`config.mk`:
```
export PLATFORM = sky130hd
export DESIGN_NAME = ssb_top
export DESIGN_NICKNAME = d
export VERILOG_FILES = /design/src/hdl/ssb_pkg.sv /design/src/hdl/ssb_hyst_cmp.sv /design/src/hdl/ssb_top.sv
export SDC_FILE = /design/constraint.sdc
export NUM_CORES = 1
export LEC_CHECK = 0
export ABC_CLOCK_PERIOD_IN_PS = 8300
export BUFFER_PORTS_ARGS = -buffer_cell sky130_fd_sc_hd__buf_2
export CAP_MARGIN = 20
export CORE_ASPECT_RATIO = 1.2
export CORE_UTILIZATION = 40
export DETAILED_ROUTE_END_ITERATION = 8
export HOLD_SLACK_MARGIN = 0.06
export MAX_ROUTING_LAYER = met4
export SYNTH_ARGS = -nofsm -noshare
export SYNTH_HDL_FRONTEND = slang
export SYNTH_SLANG_ARGS = --single-unit
```
`constraint.sdc`:
```
create_clock -name aclk -period 8.3 [get_ports aclk]
set_input_delay 1.66 -clock aclk [delete_from_list [all_inputs] [get_ports aclk]]
set_output_delay 1.66 -clock aclk [all_outputs]
set_load 0.01 [all_outputs]
```
`src/hdl/ssb_pkg.sv`:
```
// Constants, register map and shared types of the servo status and brake sequencer.
// Assumes a single 25 MHz clock and register access through an AXI4-Lite slave.
package ssb_pkg;

  // Clock and millisecond base
  localparam int unsigned CLK_HZ      = 25_000_000;
  localparam int unsigned MS_PER_S    = 1000;
  localparam int unsigned TICK_CYCLES = CLK_HZ / MS_PER_S;

  // Speed comparator hysteresis in RPM
  localparam logic [15:0] HYST_RPM = 16'h000a;

  // Compensation time used when the programmed time is zero, in ms
  localparam logic [15:0] TQ_DEFAULT_MS = 16'h03e8;

  // Register indices; byte address is four times the index
  localparam logic [15:0] IDX_MATCH_RANGE = 16'h2435;
  localparam logic [15:0] IDX_REACH_THR   = 16'h2436;
  localparam logic [15:0] IDX_ENGAGE_DLY  = 16'h2437;
  localparam logic [15:0] IDX_RELEASE_DLY = 16'h2438;
  localparam logic [15:0] IDX_ACT_SPEED   = 16'h2439;
  localparam logic [15:0] IDX_ESTOP_SEL   = 16'h2443;
  localparam logic [15:0] IDX_TQ_DUR      = 16'h2448;
  localparam logic [15:0] IDX_TQ_EN       = 16'h2610;
  localparam logic [15:0] IDX_DECEL_TO    = 16'h2614;
  localparam logic [15:0] IDX_STATUS      = 16'h2700;
  localparam logic [15:0] IDX_MASK        = 16'h2701;
  localparam logic [15:0] IDX_LIVE        = 16'h2702;

  // Values after reset
  localparam logic [15:0] RST_MATCH_RANGE = 16'h0032;
  localparam logic [15:0] RST_REACH_THR   = 16'h03e8;
  localparam logic [15:0] RST_ENGAGE_DLY  = 16'h0064;
  localparam logic [15:0] RST_RELEASE_DLY = 16'h0000;
  localparam logic [15:0] RST_ACT_SPEED   = 16'h001e;
  localparam logic [15:0] RST_TQ_DUR      = 16'h0000;
  localparam logic [15:0] RST_DECEL_TO    = 16'h01f4;

  // Status bit positions
  localparam int unsigned ST_REACHED  = 0;
  localparam int unsigned ST_MATCH    = 1;
  localparam int unsigned ST_ESTOP    = 2;
  localparam int unsigned ST_RELEASED = 3;
  localparam int unsigned ST_ENGAGED  = 4;
  localparam int unsigned ST_W        = 5;

  // AXI responses
  localparam logic [1:0] RESP_OKAY   = 2'h0;
  localparam logic [1:0] RESP_DECERR = 2'h3;

  // Brake and power sequence
  typedef enum logic [2:0] {
    SEQ_OFF     = 3'b000,
    SEQ_RELEASE = 3'b001,
    SEQ_RUN     = 3'b010,
    SEQ_DECEL   = 3'b011,
    SEQ_ENGAGE  = 3'b100
  } ssb_seq_e;

  // Register selected by an address
  typedef enum logic [3:0] {
    REG_NONE, REG_MATCH_RANGE, REG_REACH_THR, REG_ENGAGE_DLY, REG_RELEASE_DLY,
    REG_ACT_SPEED, REG_ESTOP_SEL, REG_TQ_DUR, REG_TQ_EN, REG_DECEL_TO,
    REG_STATUS, REG_MASK, REG_LIVE
  } ssb_reg_e;

  // Software settings
  typedef struct packed {
    logic [15:0] match_range;
    logic [15:0] reach_thr;
    logic [15:0] engage_dly;
    logic [15:0] release_dly;
    logic [15:0] act_speed;
    logic [15:0] tq_dur;
    logic [15:0] decel_to;
    logic        estop_ign;
    logic        tq_en;
  } ssb_cfg_s;

endpackage

```
`src/hdl/ssb_hyst_cmp.sv`:
```
// Speed comparator with a hysteresis band around a threshold.
// Assumes value and threshold come from logic on the same clock.
`timescale 1ns/1ps
module ssb_hyst_cmp
  import ssb_pkg::*;
#(
  parameter bit BELOW = 1'b0
)
(
  // Clock and reset
  input  wire logic        aclk,
  input  wire logic        aresetn,
  // Compared quantities
  input  wire logic [15:0] value,
  input  wire logic [15:0] threshold,
  // Result
  output logic             flag_q
);

  logic [16:0] upper;
  logic [16:0] lower;
  logic        on_c;
  logic        off_c;

  // Band edges, lower edge saturates at zero
  always_comb
  begin
    upper = {1'b0, threshold} + {1'b0, HYST_RPM};
    lower = (threshold > HYST_RPM) ? {1'b0, threshold - HYST_RPM} : 17'h00000;
    if (BELOW)
    begin
      on_c  = {1'b0, value} <= lower;
      off_c = {1'b0, value} > upper;
    end
    else
    begin
      on_c  = {1'b0, value} > upper;
      off_c = {1'b0, value} < lower;
    end
  end

  // Flag holds inside the band
  always_ff @(posedge aclk)
  begin
    if (!aresetn)
      flag_q <= 1'b0;
    else if (on_c)
      flag_q <= 1'b1;
    else if (off_c)
      flag_q <= 1'b0;
  end

endmodule

```
`src/hdl/ssb_top.sv`:
```
// Speed status flags, holding brake sequencer, emergency stop and enable torque compensation.
// Assumes speeds arrive as signed RPM on aclk; enable and stop come from pins.
//
// Implementation choice: the AXI4-Lite register port.
`timescale 1ns/1ps
module ssb_top
  import ssb_pkg::*;
#(
  parameter int unsigned MS_CYCLES = TICK_CYCLES
)
(
  // Clock and reset
  input  wire logic        aclk,
  input  wire logic        aresetn,
  // AXI4-Lite write
  input  wire logic [17:0] s_axi_awaddr,
  input  wire logic        s_axi_awvalid,
  output logic             s_axi_awready,
  input  wire logic [31:0] s_axi_wdata,
  input  wire logic [3:0]  s_axi_wstrb,
  input  wire logic        s_axi_wvalid,
  output logic             s_axi_wready,
  output logic [1:0]       s_axi_bresp,
  output logic             s_axi_bvalid,
  input  wire logic        s_axi_bready,
  // AXI4-Lite read
  input  wire logic [17:0] s_axi_araddr,
  input  wire logic        s_axi_arvalid,
  output logic             s_axi_arready,
  output logic [31:0]      s_axi_rdata,
  output logic [1:0]       s_axi_rresp,
  output logic             s_axi_rvalid,
  input  wire logic        s_axi_rready,
  // Speeds and pins
  input  wire logic [15:0] motor_speed,
  input  wire logic [15:0] speed_cmd,
  input  wire logic        servo_enable_cmd,
  input  wire logic        estop_in,
  // Drive outputs
  output logic             speed_reached_flag,
  output logic             speed_match_flag,
  output logic             brake_release_q,
  output logic             motor_power_q,
  output logic             motion_enable_q,
  output logic             forced_stop_q,
  output logic             alarm_q,
  output logic [15:0]      torque_comp_q,
  output logic             irq_q
);

  // Address decode, shared by read and write paths
  function automatic ssb_reg_e reg_sel(input logic [17:0] addr);
    if (addr[1:0] != 2'h0)
      return REG_NONE;
    unique case (addr[17:2])
      IDX_MATCH_RANGE: return REG_MATCH_RANGE;
      IDX_REACH_THR:   return REG_REACH_THR;
      IDX_ENGAGE_DLY:  return REG_ENGAGE_DLY;
      IDX_RELEASE_DLY: return REG_RELEASE_DLY;
      IDX_ACT_SPEED:   return REG_ACT_SPEED;
      IDX_ESTOP_SEL:   return REG_ESTOP_SEL;
      IDX_TQ_DUR:      return REG_TQ_DUR;
      IDX_TQ_EN:       return REG_TQ_EN;
      IDX_DECEL_TO:    return REG_DECEL_TO;
      IDX_STATUS:      return REG_STATUS;
      IDX_MASK:        return REG_MASK;
      IDX_LIVE:        return REG_LIVE;
      default:         return REG_NONE;
    endcase
  endfunction

  // Byte-lane merge into a 16-bit register
  function automatic logic [15:0] merge16(input logic [15:0] old, input logic [31:0] data,
                                          input logic [3:0] strb);
    return {strb[1] ? data[15:8] : old[15:8], strb[0] ? data[7:0] : old[7:0]};
  endfunction

  ssb_cfg_s      cfg_q;
  ssb_seq_e      seq_q;
  logic [17:0]   aw_addr_q;
  logic [31:0]   w_data_q;
  logic [3:0]    w_strb_q;
  logic          wr_en;
  ssb_reg_e      wr_sel;
  ssb_reg_e      rd_sel;
  logic [31:0]   rd_mux;
  logic [ST_W-1:0] status_q;
  logic [ST_W-1:0] mask_q;
  logic [ST_W-1:0] ev_set;
  logic [1:0]    en_sync_q;
  logic [1:0]    stop_sync_q;
  logic          en_prev_q;
  logic          stop_prev_q;
  logic          reach_prev_q;
  logic          match_prev_q;
  logic          stop_req;
  logic [15:0]   tick_cnt_q;
  logic          tick_q;
  logic [15:0]   ms_cnt_q;
  logic [15:0]   abs_speed;
  logic [16:0]   diff;
  logic [16:0]   abs_diff;
  logic [15:0]   speed_err;
  logic          slow_c;

  // Pin synchronisers
  always_ff @(posedge aclk)
  begin
    if (!aresetn)
    begin
      en_sync_q   <= 2'h0;
      stop_sync_q <= 2'h0;
    end
    else
    begin
      en_sync_q   <= {en_sync_q[0], servo_enable_cmd};
      stop_sync_q <= {stop_sync_q[0], estop_in};
    end
  end

  // Magnitudes of speed and of speed error
  always_comb
  begin
    abs_speed = motor_speed[15] ? 16'(~motor_speed + 16'h0001) : motor_speed;
    diff      = {speed_cmd[15], speed_cmd} - {motor_speed[15], motor_speed};
    abs_diff  = diff[16] ? 17'(~diff + 17'h00001) : diff;
    speed_err = (abs_diff[16]) ? 16'hffff : abs_diff[15:0];
  end

  ssb_hyst_cmp #(.BELOW(1'b0)) u_reach (
    .aclk      (aclk),
    .aresetn   (aresetn),
    .value     (abs_speed),
    .threshold (cfg_q.reach_thr),
    .flag_q    (speed_reached_flag)
  );

  ssb_hyst_cmp #(.BELOW(1'b1)) u_match (
    .aclk      (aclk),
    .aresetn   (aresetn),
    .value     (speed_err),
    .threshold (cfg_q.match_range),
    .flag_q    (speed_match_flag)
  );

  // Millisecond tick
  always_ff @(posedge aclk)
  begin
    if (!aresetn)
    begin
      tick_cnt_q <= 16'h0000;
      tick_q     <= 1'b0;
    end
    else if (tick_cnt_q == 16'(MS_CYCLES - 1))
    begin
      tick_cnt_q <= 16'h0000;
      tick_q     <= 1'b1;
    end
    else
    begin
      tick_cnt_q <= tick_cnt_q + 16'h0001;
      tick_q     <= 1'b0;
    end
  end

  // Stop request only when the stop input is honoured
  assign stop_req = stop_sync_q[1] & ~cfg_q.estop_ign;
  assign slow_c   = abs_speed < cfg_q.act_speed;

  // Emergency stop and alarm
  always_ff @(posedge aclk)
  begin
    if (!aresetn)
    begin
      forced_stop_q <= 1'b0;
      alarm_q       <= 1'b0;
    end
    else
    begin
      forced_stop_q <= stop_req;
      if (stop_req)
        alarm_q <= 1'b1;
      else if (!stop_sync_q[1] && !en_sync_q[1])
        alarm_q <= 1'b0;
    end
  end

  // Power and brake sequencer
  always_ff @(posedge aclk)
  begin
    if (!aresetn)
    begin
      seq_q           <= SEQ_OFF;
      ms_cnt_q        <= 16'h0000;
      brake_release_q <= 1'b0;
      motor_power_q   <= 1'b0;
      motion_enable_q <= 1'b0;
    end
    else
    begin
      if (tick_q)
        ms_cnt_q <= ms_cnt_q + 16'h0001;
      unique case (seq_q)
        SEQ_OFF:
        begin
          ms_cnt_q <= 16'h0000;
          if (en_sync_q[1] && !en_prev_q && !stop_req)
          begin
            // Brake released on the cycle after enable
            seq_q           <= SEQ_RELEASE;
            motor_power_q   <= 1'b1;
            brake_release_q <= 1'b1;
          end
        end
        SEQ_RELEASE:
        begin
          if (!en_sync_q[1] || stop_req)
          begin
            seq_q    <= SEQ_DECEL;
            ms_cnt_q <= 16'h0000;
          end
          // Motion blocked until release delay ends
          else if (ms_cnt_q > cfg_q.release_dly)
          begin
            seq_q           <= SEQ_RUN;
            motion_enable_q <= 1'b1;
          end
        end
        SEQ_RUN:
        begin
          if (!en_sync_q[1] || stop_req)
          begin
            seq_q           <= SEQ_DECEL;
            ms_cnt_q        <= 16'h0000;
            motion_enable_q <= 1'b0;
          end
        end
        SEQ_DECEL:
        begin
          // Timeout or low speed ends deceleration
          if (ms_cnt_q > cfg_q.decel_to || slow_c)
          begin
            seq_q         <= SEQ_ENGAGE;
            ms_cnt_q      <= 16'h0000;
            motor_power_q <= 1'b0;
          end
        end
        SEQ_ENGAGE:
        begin
          if (ms_cnt_q > cfg_q.engage_dly)
          begin
            seq_q           <= SEQ_OFF;
            brake_release_q <= 1'b0;
          end
        end
      endcase
    end
  end

  // Torque compensation, remaining ms scale the extra torque
  always_ff @(posedge aclk)
  begin
    if (!aresetn)
      torque_comp_q <= 16'h0000;
    else if (seq_q == SEQ_OFF && en_sync_q[1] && !en_prev_q && !stop_req)
    begin
      if (!cfg_q.tq_en)
        torque_comp_q <= 16'h0000;
      else if (cfg_q.tq_dur == 16'h0000)
        torque_comp_q <= TQ_DEFAULT_MS;
      else
        torque_comp_q <= cfg_q.tq_dur;
    end
    else if (tick_q && torque_comp_q != 16'h0000)
      torque_comp_q <= torque_comp_q - 16'h0001;
  end

  // Edge history for events
  always_ff @(posedge aclk)
  begin
    if (!aresetn)
    begin
      en_prev_q    <= 1'b0;
      stop_prev_q  <= 1'b0;
      reach_prev_q <= 1'b0;
      match_prev_q <= 1'b0;
    end
    else
    begin
      en_prev_q    <= en_sync_q[1];
      stop_prev_q  <= stop_req;
      reach_prev_q <= speed_reached_flag;
      match_prev_q <= speed_match_flag;
    end
  end

  // Event sources
  always_comb
  begin
    ev_set              = '0;
    ev_set[ST_REACHED]  = speed_reached_flag & ~reach_prev_q;
    ev_set[ST_MATCH]    = speed_match_flag & ~match_prev_q;
    ev_set[ST_ESTOP]    = stop_req & ~stop_prev_q;
    ev_set[ST_RELEASED] = (seq_q == SEQ_OFF) && en_sync_q[1] && !en_prev_q && !stop_req;
    ev_set[ST_ENGAGED]  = (seq_q == SEQ_ENGAGE) && (ms_cnt_q > cfg_q.engage_dly);
  end

  // AXI write channels
  assign wr_en  = !s_axi_awready && !s_axi_wready && !s_axi_bvalid;
  assign wr_sel = reg_sel(aw_addr_q);

  always_ff @(posedge aclk)
  begin
    if (!aresetn)
    begin
      s_axi_awready <= 1'b1;
      s_axi_wready  <= 1'b1;
      s_axi_bvalid  <= 1'b0;
      s_axi_bresp   <= RESP_OKAY;
      aw_addr_q     <= 18'h00000;
      w_data_q      <= 32'h00000000;
      w_strb_q      <= 4'h0;
    end
    else
    begin
      if (s_axi_awvalid && s_axi_awready)
      begin
        aw_addr_q     <= s_axi_awaddr;
        s_axi_awready <= 1'b0;
      end
      if (s_axi_wvalid && s_axi_wready)
      begin
        w_data_q     <= s_axi_wdata;
        w_strb_q     <= s_axi_wstrb;
        s_axi_wready <= 1'b0;
      end
      if (wr_en)
      begin
        s_axi_bvalid <= 1'b1;
        s_axi_bresp  <= (wr_sel == REG_NONE) ? RESP_DECERR : RESP_OKAY;
      end
      else if (s_axi_bvalid && s_axi_bready)
      begin
        s_axi_bvalid  <= 1'b0;
        s_axi_awready <= 1'b1;
        s_axi_wready  <= 1'b1;
      end
    end
  end

  // Settings registers
  always_ff @(posedge aclk)
  begin
    if (!aresetn)
    begin
      cfg_q.match_range <= RST_MATCH_RANGE;
      cfg_q.reach_thr   <= RST_REACH_THR;
      cfg_q.engage_dly  <= RST_ENGAGE_DLY;
      cfg_q.release_dly <= RST_RELEASE_DLY;
      cfg_q.act_speed   <= RST_ACT_SPEED;
      cfg_q.tq_dur      <= RST_TQ_DUR;
      cfg_q.decel_to    <= RST_DECEL_TO;
      cfg_q.estop_ign   <= 1'b0;
      cfg_q.tq_en       <= 1'b0;
    end
    else if (wr_en)
    begin
      unique case (wr_sel)
        REG_MATCH_RANGE: cfg_q.match_range <= merge16(cfg_q.match_range, w_data_q, w_strb_q);
        REG_REACH_THR:   cfg_q.reach_thr   <= merge16(cfg_q.reach_thr, w_data_q, w_strb_q);
        REG_ENGAGE_DLY:  cfg_q.engage_dly  <= merge16(cfg_q.engage_dly, w_data_q, w_strb_q);
        REG_RELEASE_DLY: cfg_q.release_dly <= merge16(cfg_q.release_dly, w_data_q, w_strb_q);
        REG_ACT_SPEED:   cfg_q.act_speed   <= merge16(cfg_q.act_speed, w_data_q, w_strb_q);
        REG_TQ_DUR:      cfg_q.tq_dur      <= merge16(cfg_q.tq_dur, w_data_q, w_strb_q);
        REG_DECEL_TO:    cfg_q.decel_to    <= merge16(cfg_q.decel_to, w_data_q, w_strb_q);
        REG_ESTOP_SEL:
        begin
          if (w_strb_q[0])
            cfg_q.estop_ign <= w_data_q[0];
        end
        REG_TQ_EN:
        begin
          if (w_strb_q[0])
            cfg_q.tq_en <= w_data_q[0];
        end
        default:
        begin
        end
      endcase
    end
  end

  // Sticky status with write-one-to-clear, set wins; mask; interrupt
  always_ff @(posedge aclk)
  begin
    if (!aresetn)
    begin
      status_q <= '0;
      mask_q   <= '0;
      irq_q    <= 1'b0;
    end
    else
    begin
      if (wr_en && wr_sel == REG_STATUS && w_strb_q[0])
        status_q <= (status_q & ~w_data_q[ST_W-1:0]) | ev_set;
      else
        status_q <= status_q | ev_set;
      if (wr_en && wr_sel == REG_MASK && w_strb_q[0])
        mask_q <= w_data_q[ST_W-1:0];
      irq_q <= |(status_q & mask_q);
    end
  end

  // Read data selection
  assign rd_sel = reg_sel(s_axi_araddr);

  always_comb
  begin
    rd_mux = 32'h00000000;
    unique case (rd_sel)
      REG_MATCH_RANGE: rd_mux[15:0] = cfg_q.match_range;
      REG_REACH_THR:   rd_mux[15:0] = cfg_q.reach_thr;
      REG_ENGAGE_DLY:  rd_mux[15:0] = cfg_q.engage_dly;
      REG_RELEASE_DLY: rd_mux[15:0] = cfg_q.release_dly;
      REG_ACT_SPEED:   rd_mux[15:0] = cfg_q.act_speed;
      REG_ESTOP_SEL:   rd_mux[0]    = cfg_q.estop_ign;
      REG_TQ_DUR:      rd_mux[15:0] = cfg_q.tq_dur;
      REG_TQ_EN:       rd_mux[0]    = cfg_q.tq_en;
      REG_DECEL_TO:    rd_mux[15:0] = cfg_q.decel_to;
      REG_STATUS:      rd_mux[ST_W-1:0] = status_q;
      REG_MASK:        rd_mux[ST_W-1:0] = mask_q;
      REG_LIVE:        rd_mux[9:0] = {seq_q, motor_power_q, brake_release_q, motion_enable_q,
                                      forced_stop_q, alarm_q, speed_reached_flag,
                                      speed_match_flag};
      default:         rd_mux = 32'h00000000;
    endcase
  end

  // AXI read channel, answer one cycle after address
  always_ff @(posedge aclk)
  begin
    if (!aresetn)
    begin
      s_axi_arready <= 1'b1;
      s_axi_rvalid  <= 1'b0;
      s_axi_rdata   <= 32'h00000000;
      s_axi_rresp   <= RESP_OKAY;
    end
    else if (s_axi_arvalid && s_axi_arready)
    begin
      s_axi_arready <= 1'b0;
      s_axi_rvalid  <= 1'b1;
      s_axi_rdata   <= rd_mux;
      s_axi_rresp   <= (rd_sel == REG_NONE) ? RESP_DECERR : RESP_OKAY;
    end
    else if (s_axi_rvalid && s_axi_rready)
    begin
      s_axi_rvalid  <= 1'b0;
      s_axi_arready <= 1'b1;
    end
  end

endmodule

```
[Word level (Yosys, flattened, before mapping)]
Index checks and enable logic that the tools add are counted.
Storage, ports and cells
  bits in registers: 252
  input port bits: 113
  output and inout port bits: 65
  logic and storage cells: 272
Operators by class
  add/sub/neg operators: 10
  magnitude comparators: 10
  equality and inequality tests: 59
  multiplexer cells: 63
  bitwise gates (word level): 16
  reductions and logical operators: 67
Operators by type and width (number)
  16-bit by 14-bit == test with 1-bit output (second input constant): 24
  16-bit 2-to-1 mux: 11
  4-bit one-hot mux with 12 select lines: 2
  3-bit AND reduction: 18
  16-bit by 1-bit adder with 16-bit output (second input constant): 3
  16-bit greater-than comparator: 3
  16-bit one-hot mux with 3 select lines: 1
  6-bit one-hot mux with 7 select lines: 1
  4-bit one-hot mux with 10 select lines: 1
  5-bit one-hot mux with 8 select lines: 1
  4-bit == test (second input constant): 9
  16-bit by 4-bit adder with 17-bit output (second input constant): 2
  16-bit by 17-bit greater-than comparator with 1-bit output: 2
  4-bit by 3-bit == test with 1-bit output (second input constant): 8
  16-bit by 4-bit greater-than comparator with 1-bit output (second input constant): 2
  16-bit by 4-bit subtractor with 16-bit output (second input constant): 2
  1-bit 2-to-1 mux: 27
  2-bit nonzero test: 11
  1-bit logical AND: 19
  3-bit 2-to-1 mux: 6
  17-bit by 1-bit adder with 17-bit output (second input constant): 1
  16-bit by 17-bit <= comparator with 1-bit output: 1
  16-bit by 17-bit < comparator with 1-bit output: 1
  17-bit 2-to-1 mux: 1
  other kinds (35): 68

[Logic depth before layout (Yosys ltp)]
Gate-level depths: netlist of run 1.
  word-level depth: 8
  gate-level depth with buffers: 23
  depth with buffers taken out: 22

[By module]
From an unflattened synthesis of run 1, not the netlist that was laid out.
Unflattened totals
  cells, all modules: 2218
  area, all modules: 17595.6 um2
By module, submodules not included
  ssb_top: times used 1, cells an instance 1844, area an instance 14795.4 um2
  ssb_hyst_cmp at u_match: times used 1, cells an instance 187, area an instance 1413.9 um2
  ssb_hyst_cmp at u_reach: times used 1, cells an instance 187, area an instance 1386.3 um2

[Worst setup path after synthesis of run 1]
No wires, ideal clock.
  kind: input -> register
  start point: input port speed_cmd[0]
  end point: register u_match.flag_q
  data arrival time: 5.984 ns
  required time: 8.225 ns
  slack: 2.241 ns
  stages: 23
  buffers on the path: 1
  cells stage by stage: inv_1 ha_1 fa_1 nand2b_1 a21oi_1 o2111ai_1 a21oi_1 o21ai_0 a2111oi_4 nand3_1 or4_4 buf_6 nand2_1 ha_1 a21o_1 a21o_1 a211o_1 a21o_1 a21o_1 a21o_1 a21oi_1 nor2_1 o22ai_1
Between the ends
  longest elaborated chain between the ends: 7
  elaborated cells between the ends (all ways): 9
Ends and longest elaborated chain
  start: declaration: RTL line ssb_top.sv:36  | input wire logic [15:0] speed_cmd,
  16-bit by 16-bit subtractor with 17-bit output (*): RTL line ssb_top.sv:125  | diff = {speed_cmd[15], speed_cmd} - {motor_speed[15], motor_speed};
  17-bit NOT: RTL line ssb_top.sv:126  | abs_diff = diff[16] ? 17'(~diff + 17'h00001) : diff;
  17-bit by 1-bit adder with 17-bit output: RTL line ssb_top.sv:126
  17-bit 2-to-1 mux (*): RTL line ssb_top.sv:126
  16-bit 2-to-1 mux (*): RTL line ssb_top.sv:127  | speed_err = (abs_diff[16]) ? 16'hffff : abs_diff[15:0];
  16-bit by 17-bit <= comparator with 1-bit output or 16-bit by 17-bit greater-than comparator with 1-bit output (tied branches): RTL line ssb_hyst_cmp.sv:32, ssb_hyst_cmp.sv:33
  1-bit 2-to-1 mux or 2-bit nonzero test (tied branches)
  end signal: assignment: RTL line ssb_hyst_cmp.sv:46  | flag_q <= 1'b0;
  end signal: assignment: RTL line ssb_hyst_cmp.sv:48  | flag_q <= 1'b1;
  end signal: assignment: RTL line ssb_hyst_cmp.sv:50  | flag_q <= 1'b0;
  end: declaration: RTL line ssb_hyst_cmp.sv:17  | output logic flag_q
Mark *: on every way between the ends. The rest lies on a longest branch, timed or not.
A chain may end at the register's enable or synchronous reset.

[Worst setup path in the final report of run 1]
  start point: input port motor_speed[0]
  end point: register u_match.flag_q
Between the ends
  longest elaborated chain between the ends: 7
  elaborated cells between the ends (all ways): 9
Ends and longest elaborated chain
  start: declaration: RTL line ssb_top.sv:35  | input wire logic [15:0] motor_speed,
  16-bit by 16-bit subtractor with 17-bit output (*): RTL line ssb_top.sv:125
  17-bit NOT: RTL line ssb_top.sv:126
  17-bit by 1-bit adder with 17-bit output: RTL line ssb_top.sv:126
  17-bit 2-to-1 mux (*): RTL line ssb_top.sv:126
  16-bit 2-to-1 mux (*): RTL line ssb_top.sv:127
  16-bit by 17-bit <= comparator with 1-bit output or 16-bit by 17-bit greater-than comparator with 1-bit output (tied branches): RTL line ssb_hyst_cmp.sv:32, ssb_hyst_cmp.sv:33
  1-bit 2-to-1 mux or 2-bit nonzero test (tied branches)
Marked as above.

==> results of run 1 <==
metal layers:
metal  up-vias  part of all wire, %  GRT usage [%]
met5         -                    0              -
met4         0                  4.5           11.5
met3       121                  5.1           2.35
met2       484                   49           43.3
met1      7509                   42           30.6
li1       7777                    -              -
worst max path at each step:
stage	endpoint	slack, ns	depth (start not counted)
final	u_match.flag_q	2.05	22
after floorplan	u_match.flag_q	2.24	23
after global placement	u_match.flag_q	1.63	22
after global routing	u_match.flag_q	1.78	22
after detailed placement	u_match.flag_q	1.58	22
after CTS	u_match.flag_q	2.14	22
through the flow:
| step | hold slack [ns] | cells |
|---|---|---|
| 6_report | 0.432 | 2779 |
| 5_1_grt | 0.446 | 2779 |
| 2_1_floorplan | 0.412 | 2161 |
| 3_3_place_gp | 0.416 | 2730 |
| 4_1_cts | 0.432 | 2778 |
| 3_5_place_dp | 0.418 | 2730 |
cells in the mapped netlist (5+ instances only):
cell       instances
nor2b_1           23
nor3b_1            6
nand3_1          118
nor4_1            18
nor3_1            30
xor2_1            58
inv_1            110
xnor2_1           65
and2_1            24
a21o_1            29
nand4_1           40
a22o_1             7
a222oi_1          11
buf_4             20
ha_1             152
o211ai_1          15
buf_6              6
clkbuf_1          74
a21boi_1           7
o2111ai_1          6
nor2_1           158
nor4b_1            5
and3_1            27
or4_1              9
o22ai_1            6
nand2b_1          12
o31ai_1           18
buf_1             10
or3_1             10
a211o_1            6
nand2_1          279
o21a_1            16
mux2i_1           56
o21ai_0          140
a22oi_1           19
dfxtp_1          250
a221oi_1          10
o21ai_1           10
a21oi_1          129
a31oi_1           18
a211oi_1          15
buf_2             15
area by class of cell:
class	count	share of cell area, %
Inverter	111	2.20
Tap cell	546	3.60
Clock buffer	36	4.18
Sequential cell	250	26.4
Clock inverter	12	1.29
Timing Repair Buffer	151	4.11
Multi-Input combinational cell	1673	58.2
cells by family (layout without fill, tap and decap cells):
logic type	count (synthesis)	in the layout	synth area share (%)
AOI/OAI and AO/OA	517	517	19.9
and+or+nand+nor	806	806	23.5
xor gates and xnor gates	123	123	6.33
other	1	16	0.0220
adders and majority gates	153	153	11.3
muxes	58	58	3.43
DFF	250	250	29.4
buffers and inverters	238	310	6.08
flip-flops by register name, indices dropped and copies added, names as in the netlist, 3 cells and up:
register	flops
mask_q	5
aw_addr_q	18
w_data_q	16
torque_comp_q	16
s_axi_rdata	16
cfg_q	114
seq_q	3
tick_cnt_q	16
ms_cnt_q	16
status_q	5
power groups by stage:
stage          Sequential [W]  Clock (W)  Combinational [W]
3_5_place_dp          0.00129          0           0.000504
2_1_floorplan         0.00128          0           0.000366
4_1_cts               0.00127    0.00143           0.000508
6_report              0.00127    0.00141           0.000504
3_3_place_gp          0.00129          0           0.000496
5_1_grt               0.00127    0.00148           0.000572
critical path, cell delays in order:
cell and delay (ns):
buf_2 0.17, ha_1 0.23, fa_1 0.44, nand2b_1 0.20, a21oi_1 0.33, o2111ai_1 0.19
a21oi_1 0.34, o21ai_0 0.22, a2111oi_4 0.40, nand3_1 0.15, or4_4 0.53, nand2_1 0.13
ha_1 0.25, a21o_1 0.17, a21o_1 0.17, a211o_1 0.29, a21o_1 0.18, a21o_1 0.17
a21o_1 0.17, a21oi_1 0.14, nor2_1 0.05, o22ai_1 0.13
==> results.cfg, run 1 <==
[status]
status = completed

[cells_and_area]
multi_input_area_um2 = 11000
mostFrequentLayoutCells = 279 x nand2_1, 250 x dfxtp_1, 158 x nor2_1
fin_util_pct = 45.3
mostFrequentLayoutCell = nand2_1
nets = 2481
drive_gt1_share_pct = 11.1
nFillCells = 4236
regArea_um2 = 5000
design_area_um2 = 19000
n_antenna_cell = 0
syn2layout_area_growth_pct = 11.4

[clocking]
clock_path_buffers = 3
clockRootBuffer = clkbuf_16
cts_inserted_buffers = 28
cts_tree = yes
clock_latency_ns = 0.57
clkTransAtPathRegs_ns = 0.07
holdBufCountCts = 0
cts_max_level = 1
postCtsSetupRepairBufs = 0
clkSinkCount = 250
post_cts_resized = 0

[synth]
yosys.cell_types.count = 103
syn_area_um2 = 17000
synth_warnings = 0
synth_top_area_share_pct = 29.4
ys.flop_type = dfxtp_1
async_reset_ff_share_pct = 0
synth_area_per_cell_um2 = 7.93
netlist.top_cell.by_area = dfxtp_1
synthTopCellsByArea = dfxtp_1 29%, ha_1 11%, nand2_1 6.2%, o21ai_0 4.1%, a21oi_1 3.8%
syn_inst = 2146
ys_seq_area_share_pct = 29.4
synth_edf_count = 0
ys_ff_latch = 250

[drt]
routedWlPerCell_um = 19.7
drt_wl_total_um = 54900
drtIter0Drc = 1250
route.antenna.remaining_nets = 0
vias_per_cell = 5.72
drc = 0
vias = 15900
dr.pass1.iters = 6

[sta]
fin_crit_sh_pct = 75.3
setup_viol = 0
rsz0062_at_grt = false
final_max_slew_viol_count = 0
max-slew-margin-rel_pct = 27.2
skew_ns = 0.0197
final.min_clock_period_ns = 6.25
fmax_mhz = 160
worstMarginPinSlew_ns = 1.09
fin_tns_setup_ns = 0
finalHoldViolations = 0
fin_ws_ns = 2.05

[global_route]
antenna_found_initial = 0
grt_remaining_overflow = 0
grt_max_degree = 77
track_usage_pct = 25.6
grt_first_pass_wirelength_um = 85000
grt_pass1_vias = 15300

[floorplanning]
die_w_um = 190
ios = 178
rows = 82
die_h_um = 228
core_um2 = 41900
dieArea_um2 = 43400
initial_utilization_pct = 40.6

[pwr]
ir_worst_vdd_uv = 138
power_w = 0.00318
p_sw_share_pct = 27.3
pwr-share-clk_pct = 44.4
p_int_w = 0.00232
pwr-share-seq_pct = 39.8
leakage_nw = 7.96
power.density_nw_per_um2 = 168
p_comb_share_pct = 15.8
switching_power_w = 0.000869

[place]
dp_hpwl_um = 42700
port_buffers = 143
dp_slack_ns = 1.58
dpl_cell_area_um2 = 17900
gp_congestion = 0.928

[critical_path]
r2r-end = u_match.flag_q
worst_setup_path_end_kind = register
cp.required_ns = 8.79
r2r_cells = 14
crit_path_start_kind = input port
cp-startpoint = motor_speed[0]
crit_fanout = 14
r2r_start = cfg_q[102]
ff2ff_setup_slack_ns = 4.46
cp.arrival_ns = 6.74
critPathKind = in2reg

[hold_path]
hp-class = reg2reg
min_path_cells = 1
hold_start = en_sync_q[0]
hold_path_end = en_sync_q[1]

[flow_run]
cap_violations = 0
Note: power is estimated with default switching activity, not from simulation.
==> run 2: changes to the inputs <==
Settings changed: ABC_CLOCK_PERIOD_IN_PS 8300 to 5600.
Clock period 8.3 ns to 5.6 ns, I/O delays scaled along.
==> results.cfg, run 2 (synthesis results as in run 1) <==
[drt]
routedWlPerCell_um = 19.6
top_layer = met4
drc = 0
drtIter0Drc = 1135
m1WireLength_um = 23000
met2_length_um = 27200
dr.pass1.iters = 5
drt_wl_total_um = 55600
dr_wl_met3_um = 2690
route.antenna.remaining_nets = 0
vias = 16000
vias_per_cell = 5.67

[cells_and_area]
mostFrequentLayoutCells = 279 x nand2_1, 250 x dfxtp_1, 158 x nor2_1
multi_input_area_um2 = 11000
largest_reg_flops = 114
nFillCells = 4295
nets = 2531
regArea_um2 = 5000
mostFrequentLayoutCell = nand2_1
syn2layout_area_growth_pct = 12.9
drive_gt1_share_pct = 13.0
max_flop_register = cfg_q
reg.largest.list = cfg_q x114, aw_addr_q x18

[global_route]
grt_remaining_overflow = 0
grt_first_pass_wirelength_um = 86200
grt_max_degree = 62
grt_pass1_vias = 15500
antenna_found_initial = 0
track_usage_pct = 26.0

[critical_path]
r2r-end = u_match.flag_q
slowest_delay_ns = 0.44
cp_slowest_cell = or4_4
crit_top_cell = a21o_1
cp_cell_sequence = buf_2 > inv_1 > ha_1 > fa_1 > nand2b_1 > a21oi_1 > o2111ai_1 > a21oi_1 > o21ai_0 > a2111oi_4 > nand3_1 > or4_4 > nand2_1 > ha_1 > a21o_1 > a21o_1 > a211o_1 > a21o_1 > a21o_1 > a21o_1 > a21oi_1 > nor2_1 > o22ai_1
ff2ff_setup_slack_ns = 1.67
cp.arrival_ns = 5.71
worst_setup_path_end_kind = register
critPathKind = in2reg
r2r_cells = 14
cp.required_ns = 6.07
r2r_start = cfg_q[102]
crit_fanout = 2
cpLargestDelayFamily = compound AO/OA/AOI/OAI gates
cp_num_buf_inv = 2
crit_path_start_kind = input port

[clocking]
clock_path_buffers = 3
clkTransAtPathRegs_ns = 0.07
holdBufCountCts = 0
clockRootBuffer = clkbuf_16
cts_max_level = 1
cts_tree = yes
clock_latency_ns = 0.55
cts_inserted_buffers = 26
clkSinkCount = 250
post_cts_resized = 0
postCtsSetupRepairBufs = 0

[sta]
final_max_slew_viol_count = 0
final.min_clock_period_ns = 5.25
skew_ns = 0.0134
holdWs_ns = 0.434
fmax_mhz = 191
fin_ws_ns = 0.354
max-slew-margin-rel_pct = 30.6
rsz0062_at_grt = false
finalHoldViolations = 0
fin_crit_sh_pct = 93.7
setup_viol = 0
worstMarginPinSlew_ns = 1.03

[pwr]
power_w = 0.00453
power.density_nw_per_um2 = 236
ir_worst_vdd_uv = 365
leakage_nw = 8.14

[floorplanning]
core_um2 = 41900
initial_utilization_pct = 40.6
ios = 178
die_w_um = 190
dieArea_um2 = 43400
rows = 82
die_h_um = 228

[hold_path]
hold_start = stop_sync_q[0]
min_path_cells = 1
hold_path_end = stop_sync_q[1]
hp-class = reg2reg

[flow_run]
cap_violations = 0

[place]
port_buffers = 143
dp_hpwl_um = 43500
gp_congestion = 0.952
dp_slack_ns = -0.134

[status]
status = completed
-- run 2: cell types whose count changed in the layout (fill, tap and decap cells not counted) --
cell	before	now
clkbuf_1	3	5
diode_2	0	2
inv_6	1	0
bufinv_16	7	4
clkinv_2	3	6
clkinvlp_4	1	3
clkbuf_8	4	2
clkbuf_16	29	27
buf_4	9	61
-- run 2: worst max path at each step --
stage	startpoint	endpoint	slack [ns]	cells after the start
floorplan	speed_cmd[0]	u_match.flag_q	0.08	23
global route	speed_cmd[0]	u_match.flag_q	0.07	23
CTS	speed_cmd[0]	u_match.flag_q	0.39	23
detailed placement	speed_cmd[0]	u_match.flag_q	-0.13	24
global placement	speed_cmd[0]	u_match.flag_q	-0.08	23
finish	speed_cmd[0]	u_match.flag_q	0.35	23
-- run 2: area by class of cell --
class / count / share of cell area [%]
inverter: 111 / 2.18
clock buffer: 34 / 3.76
clock inverter: 13 / 0.918
antenna: 2 / 0.0261
sequential: 250 / 26.1
timing repair buffer: 203 / 6.08
multi-input combinational: 1673 / 57.4
tap: 546 / 3.56
-- run 2: power by group --
part	internal, W	total [W]	switching [W]
clock network	0.00109	0.00184	0.000750
logic	0.000350	0.000810	0.000460
registers	0.00182	0.00188	0.0000592
total	0.00326	0.00453	0.00127
-- run 2: per-stage QoR --
stage	util, %	instance area, um^2	TNS [ns]	std cells
finish	45.9	19200	0	2832
global route	45.9	19200	0	2830
CTS	45.9	19200	0	2829
detailed placement	43.7	18300	-0.134	2782
global placement	43.7	18300	-0.0821	2782
floorplan	-	17100	0	2161
-- run 2: routing by layer --
| layer | vias up | global-route usage (%) |
|---|---|---|
| li1 | 7882 | - |
| met1 | 7556 | 30.4 |
| met2 | 474 | 44.9 |
| met3 | 136 | 2.46 |
| met4 | 0 | 11.6 |
| met5 | - | - |
==> run 3: changes to the inputs <==
Settings changed: ABC_CLOCK_PERIOD_IN_PS 5600 to 5650, SYNTH_HIERARCHICAL from default to 1.
Clock period 5.6 ns to 5.65 ns, I/O delays scaled along.
==> results.cfg, run 3 <==
[status]
status = finished, violations left
violations = DRC

[synth]
synth-adder-area-share_pct = 10.9
synth_area_per_cell_um2 = 7.93
ys.flop_type = dfxtp_1
synth_top_area_share_pct = 28.4
synth_top_family_by_area = simple AND/OR/NAND/NOR gates
ys_ff_latch = 250
synth_edf_count = 0
synth-xor-area-share_pct = 5.77
synth-compound-area-share_pct = 20.7
synthTopCellsByArea = dfxtp_1 28%, ha_1 11%, nand2_1 6.1%, a21oi_1 5.1%, nor2_1 4.0%
netlist.top_cell.by_area = dfxtp_1
yosys.cell_types.count = 109
syn_inst = 2218
syn_area_um2 = 17600
synth_warnings = 6
ys_seq_area_share_pct = 28.4
synth.most_common_cell = nand2_1
synth-simple-area-share_pct = 23.9
async_reset_ff_share_pct = 0
synth_common_cells = 287 x nand2_1, 250 x dfxtp_1, 189 x nor2_1, 181 x a21oi_1, 151 x ha_1
synthMuxAreaShare_pct = 3.88

[critical_path]
slowest_delay_ns = 0.42
cpLargestDelayFamily = compound AO/OA/AOI/OAI gates
critPathKind = in2reg
crit_fanout = 5
worst_setup_path_end_kind = register
cp_cell_sequence = buf_2 > ha_1 > inv_1 > fa_1 > a211oi_1 > o21ai_0 > a2111oi_2 > o31ai_1 > a21oi_1 > xnor2_1 > o41ai_1 > a2bb2oi_1 > ha_1 > nand3_1 > and4b_1 > mux2_2 > a41o_1 > o21ai_0 > o2111ai_1
cp.required_ns = 6.06
cp_num_buf_inv = 2
cp.arrival_ns = 5.34
crit_path_start_kind = input port
cp_slowest_cell = o41ai_1

[flow_run]
cap_violations = 0

[global_route]
grt_pass1_vias = 15500
grt_max_degree = 102
antenna_found_initial = 0
track_usage_pct = 24.2
grt_first_pass_wirelength_um = 84200
grt_remaining_overflow = 0

[clocking]
cts_max_level = 1
clkSinkCount = 250
postCtsSetupRepairBufs = 0
clock_path_buffers = 3
clkTransAtPathRegs_ns = 0.07
cts_inserted_buffers = 26
clock_latency_ns = 0.55
clockRootBuffer = clkbuf_16
post_cts_resized = 0
cts_tree = yes
holdBufCountCts = 0

[cells_and_area]
n_antenna_cell = 0
largest_reg_flops = 114
mostFrequentLayoutCell = nand2_1
multi_input_area_um2 = 11500
regArea_um2 = 5000
syn2layout_area_growth_pct = 10.6
max_flop_register = cfg_q
fin_cells = 2857
reg.largest.list = cfg_q x114, aw_addr_q x18
mostFrequentLayoutCells = 287 x nand2_1, 250 x dfxtp_1, 189 x nor2_1
drive_gt1_share_pct = 12.4
nFillCells = 4327
nets = 2550

[hold_path]
hp-class = reg2reg

[sta]
finalHoldViolations = 0
skew_ns = 0.0198
fin_ws_ns = 0.717
rsz0062_at_grt = false
final_max_slew_viol_count = 0
max-slew-margin-rel_pct = 27.4
worstMarginPinSlew_ns = 1.09
fmax_mhz = 203
fin_crit_sh_pct = 87.3
final.min_clock_period_ns = 4.93
fin_tns_setup_ns = 0
setup_viol = 0

[drt]
routedWlPerCell_um = 18.8
route.antenna.remaining_nets = 0
vias = 16200
drc = 9
drt_wl_total_um = 53800
vias_per_cell = 5.66
dr.pass1.iters = 9
drtIter0Drc = 1108

[floorplanning]
rows = 83
core_um2 = 43100
die_w_um = 193
dieArea_um2 = 44800
die_h_um = 232
initial_utilization_pct = 40.8
ios = 178

[place]
place_inst = 2808
port_buffers = 143
dp_slack_ns = 0.203
gp_congestion = 0.939
dp_hpwl_um = 42100

[pwr]
leakage_nw = 8.16
power.density_nw_per_um2 = 234
ir_worst_vdd_uv = 234
==> run 3: cell types whose count changed in the layout (fill, tap and decap cells not counted), sizes merged, moves of 7 or more <==
cell    previous run  this run
a22o               8         0
nand3            118        60
nor2             161       201
a21boi            13         0
o31ai             18         8
nand2            279       289
a21o              29        40
mux2i             56        66
a221o              1         8
o211ai            15        25
o21ai            150       131
a21oi            131       184
buf              203       158
==> run 3: power breakdown <==
group | internal, W | switching (W) | total [W]
Combinational | 0.000301 | 0.000442 | 0.000743
Sequential | 0.00180 | 0.0000698 | 0.00187
Clock | 0.00118 | 0.000756 | 0.00194
Total | 0.00329 | 0.00127 | 0.00456
==> run 3: stage by stage <==
step                      hold slack (ns)  cell area (um^2)  utilization [%]  total power, W
after floorplan                     0.412             17700                -         0.00242
after global placement              0.423             18500             42.9         0.00263
after detailed placement            0.418             18500             42.9         0.00265
after CTS                           0.434             19500             45.2         0.00459
after global routing                0.454             19500             45.2         0.00475
final                               0.435             19500             45.2         0.00456
==> run 3: cell families after synthesis <==
group	Yosys count
flip-flops	250
other	1
XOR/XNOR	116
buffers and inverters	248
multiplexers	68
AO/OA/AOI/OAI	560
AND/OR/NAND/NOR	823
adder cells (fa/ha/maj)	152
==> run 3: layout make-up <==
type | instances | area share, %
repair buffers | 158 | 4.24
clock inverters | 17 | 1.26
inverters | 114 | 2.21
multi-input cells | 1735 | 59.3
well taps | 552 | 3.55
flip-flops and latches | 250 | 25.7
clock buffers | 31 | 3.70
==> run 3: worst paths after layout <==
| check | start | endpoint | slack (ns) | depth (start not counted) |
|---|---|---|---|---|
| worst min register to register | en_sync_q[0] | en_sync_q[1] | 0.43 | 1 |
| worst min-delay path | en_sync_q[0] | en_sync_q[1] | 0.43 | 1 |
| worst max register to register | aw_addr_q[2] | cfg_q[91] | 2.43 | 8 |
| worst max-delay path | motor_speed[0] | u_match/flag_q | 0.72 | 19 |
==> run 3: metal layers <==
metal / global-route usage [%] / wire length (um) / vias to the layer above
met2: 42.8 / 26500 / 419
li1: - / - / 8033
met1: 28.4 / 22900 / 7602
met5: - / 0 / -
met4: 9.58 / 2120 / 0
met3: 1.87 / 2240 / 107
